[src/core/vlt_pkg.sv]
/*
 * Shared constants of the video line timing configuration block: command
 * opcodes, control word field positions, timing figures and reset values.
 * Assumes a 100 MHz video clock feeding every design file of the block.
 */
package vlt_pkg;
    // write opcodes received over the serial port
    localparam logic [7:0] OP_PIC_START = 8'h28; // picture start position
    localparam logic [7:0] OP_PIC_END = 8'h29; // picture end position
    localparam logic [7:0] OP_LINE_LEN = 8'h2A; // line length and pin select
    localparam logic [7:0] OP_CTRL_ONE = 8'h2B; // first control word
    localparam logic [7:0] OP_INDEX_BASE = 8'h2C; // line index table base

    // serial frame layout: opcode then a two-byte value, msb first
    localparam logic [4:0] FRAME_BITS = 5'h18; // full opcode plus value
    localparam logic [4:0] ONE_BIT = 5'h01; // bit counter step

    // register reset value, every field clears at power-up
    localparam logic [15:0] REG_RESET = 16'h0000;

    // position field width and ignored upper bits
    localparam int POS_HI = 11; // top stored bit of 12-bit fields
    localparam int LEN_PINSEL = 15; // pin routing bit in line length word

    // first control word field positions
    localparam int CTL_DIRECT = 15; // direct converter mode
    localparam int CTL_TRANSLATE = 14; // chroma translate enable
    localparam int CTL_VIDEO_CLOCK_SOURCE_SELECT = 13; // video clock source select
    localparam int CTL_MULTIPLIER_OSC_ENABLE = 12; // multiplier and oscillator enable
    localparam int CTL_DIV_HI = 11; // top of divider high bits
    localparam int CTL_DIV_LO = 3; // bottom of divider high bits
    localparam int CTL_SKIP_HI = 2; // top of chroma skip run count

    // line timing
    localparam logic [12:0] SYNC_VCLKS = 13'h000A; // fixed sync interval
    localparam logic [12:0] POS_STEP = 13'h0001; // one video clock
    localparam int SC_SHIFT = 3; // eight video clocks per subcarrier cycle

    // address forming
    localparam int INDEX_SHIFT = 2; // register to index byte address
    localparam int BITADDR_SHIFT = 5; // register to index bit address
    localparam int DAC_SHIFT = 1; // register to converter buffer address
    localparam logic [15:0] INDEX_STEP = 16'h0003; // bytes per line index
    localparam int INDEX_BASE_HI = 13; // base bits used in normal video mode

    // converter divider low bits are always ones
    localparam logic [2:0] DIV_LOW_ONES = 3'h7;
    localparam logic [11:0] CNT12_STEP = 12'h001; // generic 12-bit step

    // multiplier lock check wait
    localparam int CLK_MHZ = 100; // video clock rate
    localparam int LOCK_WAIT_NS = 10000; // settle time before lock sample
    localparam logic [11:0] LOCK_WAIT_CYC = 12'(LOCK_WAIT_NS * CLK_MHZ / 1000);
    localparam logic [2:0] SKIP_STEP = 3'h1; // skip counter step
endpackage : vlt_pkg

[src/core/vlt_video_line_timing_config.sv]
/*
 * Configuration front end of the composite video controller: serially
 * written position, length, control and index base registers, and the line
 * timing, line type, clock control, chroma translate and skip, and direct
 * converter buffering derived from them. Assumes core_clk_i is the video
 * clock and that line index words, chroma tables and run ends come from
 * the surrounding controller.
 */
`timescale 1ns/100ps
`default_nettype none
// Summary of operation
// two-byte msb-first value, stored at deselect
// opcode 28h stores low 12 start bits
// normal part starts after fixed 10-clock sync
// host keeps start below length over eight
// opcode 29h stores low 12 end bits
// end position resumes protoline after sync
// host keeps end above start, within length
// opcode 2Ah stores 12-bit line length
// length bit 15 routes control nibble out
// direct mode buffer length is length+1
// control word clears at power-up
// control bit 15 selects direct converter mode
// bit 14 translates chroma through tables
// bit 13 picks crystal or multiplied clock
// enable write starts or restarts lock check
// host enables multiplier before using converter
// divider is high bits with 111, plus one
// nonzero skip count skips chroma runs
// opcode 2Ch stores index base
// index byte address is base times four
// index below base times 32 means protoline
// direct mode buffer starts at base times two
// host enables generation last, elsewhere
// incomplete frame leaves registers unchanged
// eight video clocks per subcarrier cycle
module vlt_video_line_timing_config (
    input wire logic core_clk_i, // video clock, 100 MHz
    input wire logic rst_i, // asynchronous reset, active high
    input wire logic chip_select_n_i, // serial select, active low
    input wire logic sclk_i, // serial clock
    input wire logic mosi_i, // serial data in
    input wire logic video_generation_on_i, // generation enable from control two
    input wire logic frame_start_i, // pulse, restart index table walk
    input wire logic [19:0] line_index_i, // current line bit-address index
    input wire logic prog_run_done_i, // pulse, one program run ended
    input wire logic [3:0] sram_u_i, // u value fetched from memory
    input wire logic [3:0] sram_v_i, // v value fetched from memory
    input wire logic [15:0] u_table_i, // four u translate entries
    input wire logic [15:0] v_table_i, // four v translate entries
    input wire logic pll_lock_i, // raw multiplier lock indication
    input wire logic [3:0] ctrl_nibble_i, // digital control output
    output logic sync_o, // in fixed sync interval
    output logic line_start_o, // first clock of a line
    output logic line_is_normal_o, // current line is a normal line
    output logic normal_active_o, // inside normal picture part
    output logic [15:0] index_addr_o, // line index byte address, registered
    output logic ctrl_out_to_pins_select_o, // route nibble to pins, registered
    output logic [3:0] general_purpose_pin_o, // pin drive of control nibble
    output logic direct_converter_mode_o, // direct mode, registered
    output logic video_clock_source_select_o, // 1 multiplied clock, registered
    output logic multiplier_osc_enable_o, // oscillator and multiplier on
    output logic lock_check_busy_o, // lock check running
    output logic pll_locked_o, // lock check result, registered
    output logic uv_skip_o, // skip chroma command lines this run
    output logic [3:0] u_o, // u to modulator, registered
    output logic [3:0] v_o, // v to modulator, registered
    output logic dac_tick_o, // converter sample strobe
    output logic [16:0] dac_buf_addr_o // converter buffer address, registered
);
    logic wr_stb; // complete frame received
    logic [7:0] wr_op; // its opcode
    logic [15:0] wr_data; // its value

    vlt_spi_rx u_rx (
        .core_clk_i(core_clk_i),
        .rst_i(rst_i),
        .chip_select_n_i(chip_select_n_i),
        .sclk_i(sclk_i),
        .mosi_i(mosi_i),
        .wr_stb_o(wr_stb),
        .wr_op_o(wr_op),
        .wr_data_o(wr_data)
    );

    // configuration registers
    logic [11:0] pic_start_r; // picture_start_position
    logic [11:0] pic_end_r; // picture_end_position
    logic [11:0] line_len_r; // line_length_and_pin_select, length part
    logic pin_sel_r; // line_length_and_pin_select, bit 15
    logic [15:0] ctrl_r; // video_control_one
    logic [15:0] base_r; // line_index_table_base

    // write decode
    wire wr_start_w = wr_stb & (wr_op == vlt_pkg::OP_PIC_START);
    wire wr_end_w = wr_stb & (wr_op == vlt_pkg::OP_PIC_END);
    wire wr_len_w = wr_stb & (wr_op == vlt_pkg::OP_LINE_LEN);
    wire wr_ctrl_w = wr_stb & (wr_op == vlt_pkg::OP_CTRL_ONE);
    wire wr_base_w = wr_stb & (wr_op == vlt_pkg::OP_INDEX_BASE);

    // register file; upper bits of 12-bit fields are dropped
    always_ff @(posedge core_clk_i or posedge rst_i) begin
        if (rst_i) begin
            pic_start_r <= 12'h000;
            pic_end_r <= 12'h000;
            line_len_r <= 12'h000;
            pin_sel_r <= 1'b0;
            ctrl_r <= vlt_pkg::REG_RESET;
            base_r <= vlt_pkg::REG_RESET;
        end else begin
            if (wr_start_w) pic_start_r <= wr_data[vlt_pkg::POS_HI:0];
            if (wr_end_w) pic_end_r <= wr_data[vlt_pkg::POS_HI:0];
            if (wr_len_w) begin
                line_len_r <= wr_data[vlt_pkg::POS_HI:0];
                pin_sel_r <= wr_data[vlt_pkg::LEN_PINSEL];
            end
            if (wr_ctrl_w) ctrl_r <= wr_data;
            if (wr_base_w) base_r <= wr_data;
        end
    end

    // control field decode
    wire direct_w = ctrl_r[vlt_pkg::CTL_DIRECT];
    wire translate_w = ctrl_r[vlt_pkg::CTL_TRANSLATE];
    wire [8:0] div_hi_w = ctrl_r[vlt_pkg::CTL_DIV_HI:vlt_pkg::CTL_DIV_LO];
    wire [2:0] skip_runs_w = ctrl_r[vlt_pkg::CTL_SKIP_HI:0];
    wire [11:0] div_max_w = {div_hi_w, vlt_pkg::DIV_LOW_ONES};

    assign ctrl_out_to_pins_select_o = pin_sel_r;
    assign general_purpose_pin_o = pin_sel_r ? ctrl_nibble_i : 4'h0;
    assign direct_converter_mode_o = direct_w;
    // software must have the multiplier enabled and locked before switching
    assign video_clock_source_select_o = ctrl_r[vlt_pkg::CTL_VIDEO_CLOCK_SOURCE_SELECT];
    assign multiplier_osc_enable_o = ctrl_r[vlt_pkg::CTL_MULTIPLIER_OSC_ENABLE];

    // line timing: sync interval plus programmed length per line
    logic [12:0] pos_r; // video clock position within the line
    wire run_w = video_generation_on_i & ~direct_w;
    wire [12:0] line_total_w = vlt_pkg::SYNC_VCLKS + {1'b0, line_len_r};
    wire line_last_w = (pos_r == (line_total_w - vlt_pkg::POS_STEP));
    wire [12:0] pic_off_w = pos_r - vlt_pkg::SYNC_VCLKS;
    wire [11:0] sc_pos_w = {2'h0, pic_off_w[12:vlt_pkg::SC_SHIFT]};
    wire in_sync_w = (pos_r < vlt_pkg::SYNC_VCLKS);

    // position counter, held at zero while stopped
    always_ff @(posedge core_clk_i or posedge rst_i) begin
        if (rst_i) pos_r <= 13'h0000;
        else if (!run_w || line_last_w) pos_r <= 13'h0000;
        else pos_r <= pos_r + vlt_pkg::POS_STEP;
    end

    assign line_start_o = run_w & (pos_r == 13'h0000);
    assign sync_o = run_w & in_sync_w;

    // line type: index below base scaled to bits means protoline
    wire [19:0] base_bits_w = {6'h00, base_r[vlt_pkg::INDEX_BASE_HI:0]} << vlt_pkg::BITADDR_SHIFT;
    logic line_normal_r; // latched at each line start
    always_ff @(posedge core_clk_i or posedge rst_i) begin
        if (rst_i) line_normal_r <= 1'b0;
        else if (line_start_o) line_normal_r <= (line_index_i >= base_bits_w);
    end
    assign line_is_normal_o = line_normal_r;
    // the end bound closes the normal part so the protoline resumes there
    assign normal_active_o = run_w & ~in_sync_w & line_normal_r
        & (sc_pos_w >= pic_start_r) & (sc_pos_w < pic_end_r);

    // index table walk, three bytes per line from base times four
    wire [15:0] index_base_w = {2'h0, base_r[vlt_pkg::INDEX_BASE_HI:0]} << vlt_pkg::INDEX_SHIFT;
    logic [15:0] index_addr_r; // byte address of current line index
    always_ff @(posedge core_clk_i or posedge rst_i) begin
        if (rst_i) index_addr_r <= 16'h0000;
        else if (frame_start_i) index_addr_r <= index_base_w;
        else if (run_w && line_last_w) index_addr_r <= index_addr_r + vlt_pkg::INDEX_STEP;
    end
    // the top two bits of base are ignored, keeping the table within the 16-bit byte address
    assign index_addr_o = index_addr_r;

    // lock check: wait for the multiplier to settle, then sample lock
    logic [11:0] lock_cnt_r; // cycles left in the check
    logic locked_r; // check result
    wire lock_kick_w = wr_ctrl_w & wr_data[vlt_pkg::CTL_MULTIPLIER_OSC_ENABLE];
    always_ff @(posedge core_clk_i or posedge rst_i) begin
        if (rst_i) begin
            lock_cnt_r <= 12'h000;
            locked_r <= 1'b0;
        end else if (lock_kick_w) begin
            lock_cnt_r <= vlt_pkg::LOCK_WAIT_CYC;
            locked_r <= 1'b0;
        end else if (!multiplier_osc_enable_o) begin
            lock_cnt_r <= 12'h000;
            locked_r <= 1'b0;
        end else if (lock_cnt_r != 12'h000) begin
            lock_cnt_r <= lock_cnt_r - vlt_pkg::CNT12_STEP;
            if (lock_cnt_r == vlt_pkg::CNT12_STEP) locked_r <= pll_lock_i;
        end
    end
    assign lock_check_busy_o = (lock_cnt_r != 12'h000);
    assign pll_locked_o = locked_r;

    // chroma skip: after a fetching run, the next N runs skip u and v
    logic [2:0] skip_left_r; // skipped runs still to come
    always_ff @(posedge core_clk_i or posedge rst_i) begin
        if (rst_i) skip_left_r <= 3'h0;
        else if (prog_run_done_i) begin
            if (skip_left_r != 3'h0) skip_left_r <= skip_left_r - vlt_pkg::SKIP_STEP;
            else skip_left_r <= skip_runs_w;
        end
    end
    assign uv_skip_o = (skip_left_r != 3'h0);

    // pick one 4-bit entry of a four-entry table
    function automatic logic [3:0] tbl_pick(input logic [15:0] tbl, input logic [1:0] sel);
        logic [3:0] r;
        case (sel)
            2'h0: r = tbl[3:0];
            2'h1: r = tbl[7:4];
            2'h2: r = tbl[11:8];
            default: r = tbl[15:12];
        endcase
        return r;
    endfunction : tbl_pick

    // chroma output, translated or straight from memory
    wire [3:0] u_nxt = translate_w ? tbl_pick(u_table_i, sram_u_i[1:0]) : sram_u_i;
    wire [3:0] v_nxt = translate_w ? tbl_pick(v_table_i, sram_v_i[1:0]) : sram_v_i;
    always_ff @(posedge core_clk_i or posedge rst_i) begin
        if (rst_i) begin
            u_o <= 4'h0;
            v_o <= 4'h0;
        end else begin
            u_o <= u_nxt;
            v_o <= v_nxt;
        end
    end

    // direct converter: divided sample strobe walks a length+1 buffer
    logic [11:0] div_cnt_r; // divider count
    logic [11:0] buf_idx_r; // entry within buffer
    wire dac_run_w = video_generation_on_i & direct_w;
    wire tick_w = dac_run_w & (div_cnt_r == div_max_w);
    wire [16:0] dac_start_w = {1'b0, base_r} << vlt_pkg::DAC_SHIFT;
    always_ff @(posedge core_clk_i or posedge rst_i) begin
        if (rst_i) begin
            div_cnt_r <= 12'h000;
            buf_idx_r <= 12'h000;
        end else if (!dac_run_w) begin
            div_cnt_r <= 12'h000;
            buf_idx_r <= 12'h000;
        end else if (tick_w) begin
            div_cnt_r <= 12'h000;
            if (buf_idx_r == line_len_r) buf_idx_r <= 12'h000;
            else buf_idx_r <= buf_idx_r + vlt_pkg::CNT12_STEP;
        end else begin
            div_cnt_r <= div_cnt_r + vlt_pkg::CNT12_STEP;
        end
    end
    assign dac_tick_o = tick_w;
    // a zero base would place the buffer at address zero, which is illegal
    always_ff @(posedge core_clk_i or posedge rst_i) begin
        if (rst_i) dac_buf_addr_o <= 17'h00000;
        else dac_buf_addr_o <= dac_start_w + {5'h00, buf_idx_r};
    end
endmodule : vlt_video_line_timing_config
`default_nettype wire

[src/core/vlt_spi_rx.sv]
/*
 * Serial write receiver: collects an opcode and a two-byte value, msb
 * first, sampled on rising serial clock edges (mode 0). Assumes the serial
 * pins are synchronous to the core clock and slower than half its rate.
 */
`timescale 1ns/100ps
`default_nettype none
module vlt_spi_rx (
    input wire logic core_clk_i, // video clock
    input wire logic rst_i, // asynchronous reset, active high
    input wire logic chip_select_n_i, // frame select, active low
    input wire logic sclk_i, // serial clock
    input wire logic mosi_i, // serial data in
    output logic wr_stb_o, // one-cycle write pulse
    output logic [7:0] wr_op_o, // received opcode
    output logic [15:0] wr_data_o // received value
);
    logic sclk_q_r; // previous serial clock level
    logic cs_q_r; // previous select level
    logic [4:0] bit_cnt_r; // bits taken in this frame, saturating
    logic [23:0] shift_r; // opcode and value shift register
    logic wr_stb_r; // write pulse
    logic [7:0] op_r; // latched opcode
    logic [15:0] data_r; // latched value

    localparam logic [4:0] FRAME_BITS_L = vlt_pkg::FRAME_BITS;
    wire sclk_rise_w = sclk_i & ~sclk_q_r & ~chip_select_n_i; // sample point
    wire cs_end_w = chip_select_n_i & ~cs_q_r; // frame closed
    wire take_w = sclk_rise_w & (bit_cnt_r != FRAME_BITS_L); // room left

    // edge history
    always_ff @(posedge core_clk_i or posedge rst_i) begin
        if (rst_i) begin
            sclk_q_r <= 1'b0;
            cs_q_r <= 1'b1;
        end else begin
            sclk_q_r <= sclk_i;
            cs_q_r <= chip_select_n_i;
        end
    end

    // shift in bits; extra bits past the frame are dropped
    always_ff @(posedge core_clk_i or posedge rst_i) begin
        if (rst_i) begin
            bit_cnt_r <= 5'h00;
            shift_r <= 24'h000000;
        end else if (chip_select_n_i) begin
            bit_cnt_r <= 5'h00;
        end else if (take_w) begin
            bit_cnt_r <= bit_cnt_r + vlt_pkg::ONE_BIT;
            shift_r <= {shift_r[22:0], mosi_i};
        end
    end

    // register update only at deselect, and only for a complete frame
    always_ff @(posedge core_clk_i or posedge rst_i) begin
        if (rst_i) begin
            wr_stb_r <= 1'b0;
            op_r <= 8'h00;
            data_r <= 16'h0000;
        end else begin
            wr_stb_r <= cs_end_w & (bit_cnt_r == FRAME_BITS_L);
            if (cs_end_w & (bit_cnt_r == FRAME_BITS_L)) begin
                op_r <= shift_r[23:16];
                data_r <= shift_r[15:0];
            end
        end
    end

    assign wr_stb_o = wr_stb_r;
    assign wr_op_o = op_r;
    assign wr_data_o = data_r;
endmodule : vlt_spi_rx
`default_nettype wire

[config.mk]
export PLATFORM = sky130hd
export DESIGN_NAME = vlt_video_line_timing_config
export DESIGN_NICKNAME = d
export VERILOG_FILES = /design/src/core/vlt_pkg.sv /design/src/core/vlt_video_line_timing_config.sv /design/src/core/vlt_spi_rx.sv
export SDC_FILE = /design/constraint.sdc
export NUM_CORES = 1
export LEC_CHECK = 0
export ABC_AREA = 1
export BUFFER_PORTS_ARGS = -buffer_cell sky130_fd_sc_hd__clkbuf_2
export CAP_MARGIN = 20
export CORE_ASPECT_RATIO = 1.25
export CORE_MARGIN = 10
export CORE_UTILIZATION = 64
export CTS_BUF_LIST = sky130_fd_sc_hd__clkbuf_16
export DETAILED_ROUTE_END_ITERATION = 10
export PLACE_DENSITY = 0.95
export SLEW_MARGIN = 20
export SYNTH_ARGS = -nofsm -noshare
export SYNTH_HDL_FRONTEND = slang
export SYNTH_SLANG_ARGS = --single-unit
[constraint.sdc]
create_clock -name core_clk_i -period 22.4 [get_ports core_clk_i]
set_clock_uncertainty 0.2 [all_clocks]
set_input_delay 4.48 -clock core_clk_i [delete_from_list [all_inputs] [get_ports core_clk_i]]
set_output_delay 4.48 -clock core_clk_i [all_outputs]
set_load 0.1 [all_outputs]
### Word level (Yosys, flattened, before mapping)

Cells that the tools add are included.
Widths: inputs -> output; s select.

| storage, ports and cells | value |
|---|---|
| register bits after elaboration | 220 |
| input bits | 73 |
| output and inout bits | 57 |
| logic and storage cells | 117 |

| cells by class | value |
|---|---|
| $add $sub $neg | 11 |
| $lt $le $gt $ge | 4 |
| equality and inequality tests | 18 |
| muxes and demuxes | 23 |
| bitwise gates (word level) | 25 |
| reduce and logical (&&, ||, !) cells | 12 |

Operators by type and width:

| cell | count |
|---|---|
| $mux 12 | 8 |
| $eq 8x6->1 const B | 5 |
| $mux 16 | 2 |
| $add 12x1->12 const B | 2 |
| $eq 12x12->1 | 2 |
| $pmux 4 s3 | 2 |
| $and 1x1->1 | 20 |
| $ge 20x19->1 | 1 |
| $add 17x12->17 | 1 |
| $add 16x2->16 const B | 1 |
| $add 13x1->13 const B | 1 |
| $add 4x12->13 const A | 1 |
| $eq 13x13->1 | 1 |
| $logic_not 13->1 | 1 |
| $lt 13x4->1 const B | 1 |
| $mux 13 | 1 |
| $sub 13x1->13 const B | 1 |
| $sub 13x4->13 const B | 1 |
| $eq 12x1->1 const B | 1 |
| $ge 10x12->1 | 1 |
| $lt 10x12->1 | 1 |
| $mux 4 | 3 |
| $reduce_bool 12->1 | 1 |
| $sub 12x1->12 const B | 1 |
| other kinds (20) | 33 |

### Depth between registers and ports, before layout

Gate-level depths: netlist (run 1).

| depth | value |
|---|---|
| word-level depth | 6 |
| gate-level depth with buffers | 17 |
| mapped depth without buffers | 17 |

### Modules after synthesis

A second synthesis (run 1) with hierarchy kept.

| second synthesis, totals | value |
|---|---|
| cell total of the unflattened synthesis | 1,508 |
| area total of the unflattened synthesis | 12,041.5 um^2 |

By module, submodules not included:

| module | times used | cells each | area each (um^2) | seq. area each (um^2) |
|---|---|---|---|---|
| vlt_video_line_timing_config | 1 | 1,273 | 9,776.9 | 4,103.9 |
| vlt_spi_rx | 1 | 235 | 2,264.7 | 1,402.6 |

### Worst setup path after synthesis (run 1)

Ideal clock, no wire load.

| timing path | value |
|---|---|
| path kind | input -> output |
| start | input port video_generation_on_i |
| end | output port line_start_o |
| arrival | 7,041 ps |
| required time | 17,720 ps |
| setup slack | 10,679 ps |
| cell stages on the path | 4 |
| path buffers | 0 |
| cells stage by stage | inv_1 > nor2_1 > nand3_1 > nor3_1 |

| on the way | value |
|---|---|
| longest elaborated chain between the ends | 2 |

RTL lines:

| item | line | source |
|---|---|---|
| start: declaration | vlt_video_line_timing_config.sv:43 | `input wire logic video_generation_on_i,` |
| $and 1x1->1 | vlt_video_line_timing_config.sv:138 | `wire run_w = video_generation_on_i & ~direct_w;` |
| $and 1x1->1 | vlt_video_line_timing_config.sv:152 | `assign line_start_o = run_w & (pos_r == 13'h0000);` |
| end: declaration | vlt_video_line_timing_config.sv:54 | `output logic line_start_o,` |

Every way passes these cells.

### Final worst setup path (run 1)

Ends and elaborated chain as after synthesis.

==> results.tsv, run 1 <==
metric	value	unit
run_status	completed	
gp_congestion	0.9343	
post_cts_resized	0	
cts-buffers-inserted	22	
async_flop_share	100.0	%
yosysMostFrequentCell	nand2_1	
slew_headroom	38.18	%
overflow	0	
grt_use_total	25.22	%
area_growth	12.27	%
rows	56	
crit_fanout	6	
dp_slack	11.68	ns
die_w	142.8	um
synth_cell_types	50	
crit_type	primary input to output pin	
synth.top_cell.area_share	45.42	%
die_y	173.5	um
coreArea	18640	um^2
syn_area_per_cell	7.835	um^2
cts_sinks	220	
seqCellArea	5507	um^2
yosys_warnings	0	
hold_viol_final	0	
setup_slack	11.49	ns
synth_edf_count	0	
routed_wl	31560	um
insertedDiodeCount	0	
r2r_end	u_rx.bit_cnt_r[4]$_DFFE_PP0P_	
hp-class	flop to flop	
cp-start-kind	primary input	
tns	0	ns
yosysSeqAreaShare	45.64	%
postRouteAntennaNets	0	
path_buf_inv	3	
worst_pin_slew	0.9272	ns
vias	10927	
post-route-drc-count	0	
reg2reg_depth	8	
ios	130	
crit_family	simple AND/OR/NAND/NOR gates	
drt_iter0_drc	1032	
syn_nets	1670	
cts_setup_buffers	0	
cpPeakStageDelay	0.64	ns
grt_pass1_vias	10934	
setup.worst_path.end_class	output pin	
period_minus_slack	10.91	ns
io_buffers	129	
ir_drop	0.05322	mV
path_clk_slew	0.06	ns
p_leak	6.836	nW
worstSkewPairLatency	0.52	ns
min_from	div_cnt_r[0]$_DFF_PP0_	
hold_depth	1	
start_util	64.74	%
crit_top_cell	clkbuf_2	
hpwl	22090	um
reg2reg_slack	19.10	ns
synth_commonest_cells	nand2_1, dfrtp_1, inv_1, o21ai_0, nor2_1	
max_freq	91.68	MHz
grt_pass1_wl	52050	um
die_area	24780	um^2
maxSlewViolCount	0	
vias_per_cell	5.754	
setup-violations-final	0	
cts_root_buf	clkbuf_16	
drt_pre_antenna_iters	6	
syn_area	12070	um^2
cts_hold_buf	0	
nFillCells	1266	
arrival	6.23	ns
antenna_found_initial	1	
multi_input_area	5584	um^2
wl_per_cell	16.62	um
max-cap-violations	0	
ys_ff_latch	220	
grt_max_degree	162	
drive_above_1_share	11.34	%
final_nets	1781	
fin_crit_sh	48.70	%
cp.required	17.72	ns
h-tree-depth	1	
synthCells	1540	
synthFlopType	dfrtp_1	
rsz0062_at_grt	false	
power_density	64.02	nW/um^2
synth_largest_area_cell	dfrtp_1	
synthTopCellsByArea	dfrtp_1, nand2_1, o21ai_0	
r2r_start	u_rx.bit_cnt_r[0]$_DFFE_PP0P_	
slowest_stage	nor2_1	
ctsLongestPathBuffers	3	
path_cells	clkbuf_2, inv_1, nor2_1, nand3_1, nor3_1, clkbuf_2	
cts_tree	yes	
worstHoldEndpoint	div_cnt_r[0]$_DFF_PP0_	
-- final cells by class --
type	instances	share of cell area [%]
clock buffers	22	4.064
multi-input cells	1068	41.22
repair buffers	133	5.043
inverters	206	5.801
flip-flops and latches	220	40.65
well taps	232	2.143
clock inverters	18	1.071
-- report_power, final --
part	total [W]	internal [W]	switching [W]	leakage (nW)
combinational	0.0000880	0.0000217	0.0000663	3.52
sequential	0.000420	0.000411	0.00000961	2.97
clock	0.000359	0.000202	0.000156	0.344
-- state kept, by name, indices dropped and copies added, names as in the netlist, 13 cells and up --
signal          cells
base_r             16
ctrl_r             16
dac_buf_addr_o     17
index_addr_o       16
pos_r              13
u_rx.shift_r       24
u_rx.wr_data_o     16
-- worst max-delay path by stage --
| stage | from | end | cells after the start | slack, ns |
|---|---|---|---|---|
| floorplan | video_generation_on_i | line_start_o | 4 | 10.68 |
| global placement | video_generation_on_i | line_start_o | 6 | 11.70 |
| detailed placement | video_generation_on_i | line_start_o | 6 | 11.68 |
| CTS | video_generation_on_i | line_start_o | 6 | 11.55 |
| global route | video_generation_on_i | line_start_o | 6 | 11.47 |
| finish | video_generation_on_i | line_start_o | 6 | 11.49 |
-- layout by cell type, fill, tap and decap left out, types with 9 or more instances in the layout --
| master | n |
|---|---|
| clkinv_1 | 9 |
| xnor2_1 | 18 |
| ha_1 | 56 |
| dfrtp_1 | 219 |
| a21oi_1 | 50 |
| clkbuf_2 | 129 |
| nor2_1 | 110 |
| clkbuf_16 | 22 |
| inv_1 | 203 |
| nor3_1 | 25 |
| o21ai_0 | 162 |
| nand4_1 | 30 |
| nand3_1 | 98 |
| xor2_1 | 50 |
| nand2_1 | 409 |
-- per-stage QoR --
step	hold slack [ns]	area (um^2)	power (W)	cells	util [%]
4_1_cts	0.2691	13510	0.0008691	1897	72.50
3_5_place_dp	0.2535	12820	0.0005141	1857	68.77
3_3_place_gp	0.2485	12820	0.0005099	1857	68.77
6_report	0.2722	13550	0.0008672	1899	72.68
2_1_floorplan	0.2328	12070	0.0004888	1540	-
5_1_grt	0.2869	13550	0.0008945	1899	72.68
-- per-layer routing --
| layer | vias to the layer above | global-route usage, % | part of all wire, % |
|---|---|---|---|
| li1 | 5173 | - | - |
| met1 | 5166 | 28.18 | 37 |
| met2 | 462 | 45.04 | 52 |
| met3 | 124 | 4.550 | 7.1 |
| met4 | 2 | 11.89 | 4.4 |
| met5 | - | 0 | 0.022 |
-- kinds of logic after synthesis --
family,count (synthesis),synth area share (%)
flip-flops,220,45.64
AO/OA/AOI/OAI,237,10.37
adder cells (fa/ha/maj),57,5.973
AND/OR/NAND/NOR,706,24.92
XOR/XNOR,68,4.936
buffers and inverters,252,8.161
Power figures use the tool's default switching activity.
==> run 2, diff against run 1 <==
--- a/config.mk
+++ b/config.mk
@@ -10,10 +10,10 @@
 export CAP_MARGIN = 20
 export CORE_ASPECT_RATIO = 1.25
 export CORE_MARGIN = 10
-export CORE_UTILIZATION = 64
+export CORE_UTILIZATION = 54
 export CTS_BUF_LIST = sky130_fd_sc_hd__clkbuf_16
 export DETAILED_ROUTE_END_ITERATION = 10
-export PLACE_DENSITY = 0.95
+export PLACE_DENSITY = 0.87
 export SLEW_MARGIN = 20
 export SYNTH_ARGS = -nofsm -noshare
 export SYNTH_HDL_FRONTEND = slang
==> constraint.sdc (replaced) <==
create_clock -name core_clk_i -period 9.27 [get_ports core_clk_i]
set_clock_uncertainty 0.2 [all_clocks]
set_input_delay 1.854 -clock core_clk_i [delete_from_list [all_inputs] [get_ports core_clk_i]]
set_output_delay 1.854 -clock core_clk_i [all_outputs]
set_load 0.1 [all_outputs]
==> run 2 against run 1 <==
  * Routed wire length fell by 3.3%
  * Worst hold slack worse by 0.00066 ns
  * Flip-flop and latch count unchanged
  * Cell count rose by 2.8%
  * Core utilization shrank 11 points
  * Register-to-register slack worse by 13 ns
  * Power increased to 2.5 times the previous value
  * Via count shrank 1.4%
  * Largest cell class unchanged
  * Critical path depth up 10
  * Global-route usage decreased by 4.7 points
  * First-iteration DRC count shrank 36%
  * Non-clock buffer count increased by 1
==> results.tsv, run 2 (synthesized netlist as in run 1, its figures left out) <==
metric	value	unit
reg2reg_depth	8	
setup.worst_path.end_class	output pin	
cpPeakStageDelay	0.47	ns
final_nets	1783	
drive_above_1_share	11.50	%
max-cap-violations	0	
fin_crit_sh	62.35	%
worstSkewPairLatency	0.52	ns
post-route-drc-count	0	
io_buffers	129	
drt_iter0_drc	658	
maxSlewViolCount	0	
wl_per_cell	15.63	um
overflow	0	
power_density	159.4	nW/um^2
routed_wl	30500	um
crit_top_cell	nand2_1	
largest_reg_flops	24	
grt_max_degree	100	
ios	130	
place_area	12910	um^2
drt_pre_antenna_iters	6	
slowest_stage	clkbuf_2	
period_minus_slack	5.780	ns
hold_depth	1	
cp.required	7.22	ns
reg.largest.list	u_rx.shift_r x24, dac_buf_addr_o x17	
coreArea	22130	um^2
cts_setup_buffers	0	
h-tree-depth	1	
cts_sinks	220	
grt_pass1_vias	10639	
reg2reg_slack	5.94	ns
ctsLongestPathBuffers	3	
worst_pin_slew	0.9591	ns
ir_drop	0.1925	mV
postRouteAntennaNets	0	
path_clk_slew	0.07	ns
max_freq	173.0	MHz
rows	61	
insertedDiodeCount	0	
hold_viol_final	0	
tns	0	ns
run_status	completed	
vias	10773	
cp-start-kind	flop	
die_y	187.1	um
die_w	153.7	um
p_leak	6.883	nW
grt_pass1_wl	50720	um
crit_fanout	7	
largest_register	u_rx.shift_r	
gp_congestion	0.9469	
post_cts_resized	0	
path_cells	o21ai_0, nand2_1, nor2_1, inv_1, nor2_1, nand2_1, nand2_1, nand2_1, ha_1, nand2_1, nor3_1, nand3_1, nand4_1, nand4_1, nor2_1, clkbuf_2	
layout_commonest_cell	nand2_1	
area_growth	13.40	%
slew_headroom	35.87	%
cts-buffers-inserted	23	
finalPower	0.002181	W
setup-violations-final	0	
cts_tree	yes	
finalInstanceArea	13680	um^2
layout_common_cells	nand2_1, dfrtp_1, inv_1	
die_area	28760	um^2
grt_use_total	20.52	%
hpwl	21800	um
vias_per_cell	5.519	
antenna_found_initial	1	
rsz0062_at_grt	false	
cts_hold_buf	0	
crit_type	flop to output pin	
start_util	54.51	%
hp-class	flop to flop	
cts_root_buf	clkbuf_16	
arrival	3.73	ns
==> run 2: cell types whose count changed in the layout (fill, tap and decap cells not counted) <==
| cell | previous run | this run |
|---|---|---|
| buf_4 | 2 | 4 |
| bufinv_16 | 2 | 4 |
| clkinv_1 | 9 | 7 |
| clkinv_8 | 2 | 0 |
| buf_6 | 2 | 1 |
| clkbuf_16 | 22 | 23 |
| clkinv_2 | 4 | 5 |
| clkinvlp_4 | 2 | 1 |
| inv_16 | 0 | 1 |
| inv_8 | 0 | 1 |
| nand3_1 | 98 | 99 |
| nand3_2 | 1 | 0 |
==> run 2: final cells by class <==
cell class	count	area (um^2)
Fill cell	1817	8452
Timing Repair Buffer	134	686.9
Multi-Input combinational cell	1068	5579
Inverter	206	780.7
Clock inverter	18	198.9
Tap cell	283	354.1
Sequential cell	220	5507
Clock buffer	23	575.6
==> run 2: final timing paths <==
path,to,from
setup / recovery,normal_active_o,pos_r[2]$_DFF_PP0_
hold / removal,div_cnt_r[0]$_DFF_PP0_,div_cnt_r[0]$_DFF_PP0_
setup reg to reg,u_rx.bit_cnt_r[4]$_DFFE_PP0P_,u_rx.bit_cnt_r[0]$_DFFE_PP0P_
hold reg to reg,div_cnt_r[0]$_DFF_PP0_,div_cnt_r[0]$_DFF_PP0_
max in group asynchronous,u_rx.wr_data_o[5]$_DFFE_PP0P_,rst_i
min in group asynchronous,dac_buf_addr_o[14]$_DFF_PP0_,rst_i
==> run 2: stage by stage <==
stage          worst slack (ns)  hold slack [ns]  util, %  instances
2_1_floorplan             1.197           0.2328        -       1540
4_1_cts                   3.518           0.2701    61.81       1952
3_5_place_dp              3.800           0.2619    58.32       1911
3_3_place_gp              3.793           0.2519    58.26       1910
5_1_grt                   3.189           0.2850    61.81       1952
6_report                  3.490           0.2715    61.81       1952
==> run 2: critical path, delay by kind of cell (launching register included) <==
kind                     cells  cell delay, ns
buffers and inverters        2            0.55
AND/OR/NAND/NOR             12            1.47
AO/OA/AOI/OAI                1            0.42
adder cells (fa/ha/maj)      1            0.31
flip-flops                   1            0.45
==> run 2: layer usage <==
metal / routed length (um) / vias up / part of all wire (%) / GRT usage, %
li1: - / 5180 / - / -
met4: 1505 / 2 / 4.9 / 10.92
met2: 15230 / 379 / 50 / 35.75
met5: 9 / - / 0.030 / 0
met3: 1959 / 105 / 6.4 / 3.566
met1: 11800 / 5107 / 39 / 23.39
==> run 2: power breakdown <==
group	internal [W]	total [W]	switching (W)
logic	0.0000526	0.000210	0.000158
clock network	0.000566	0.000954	0.000388
registers	0.000993	0.00102	0.0000240
total	0.00161	0.00218	0.000569
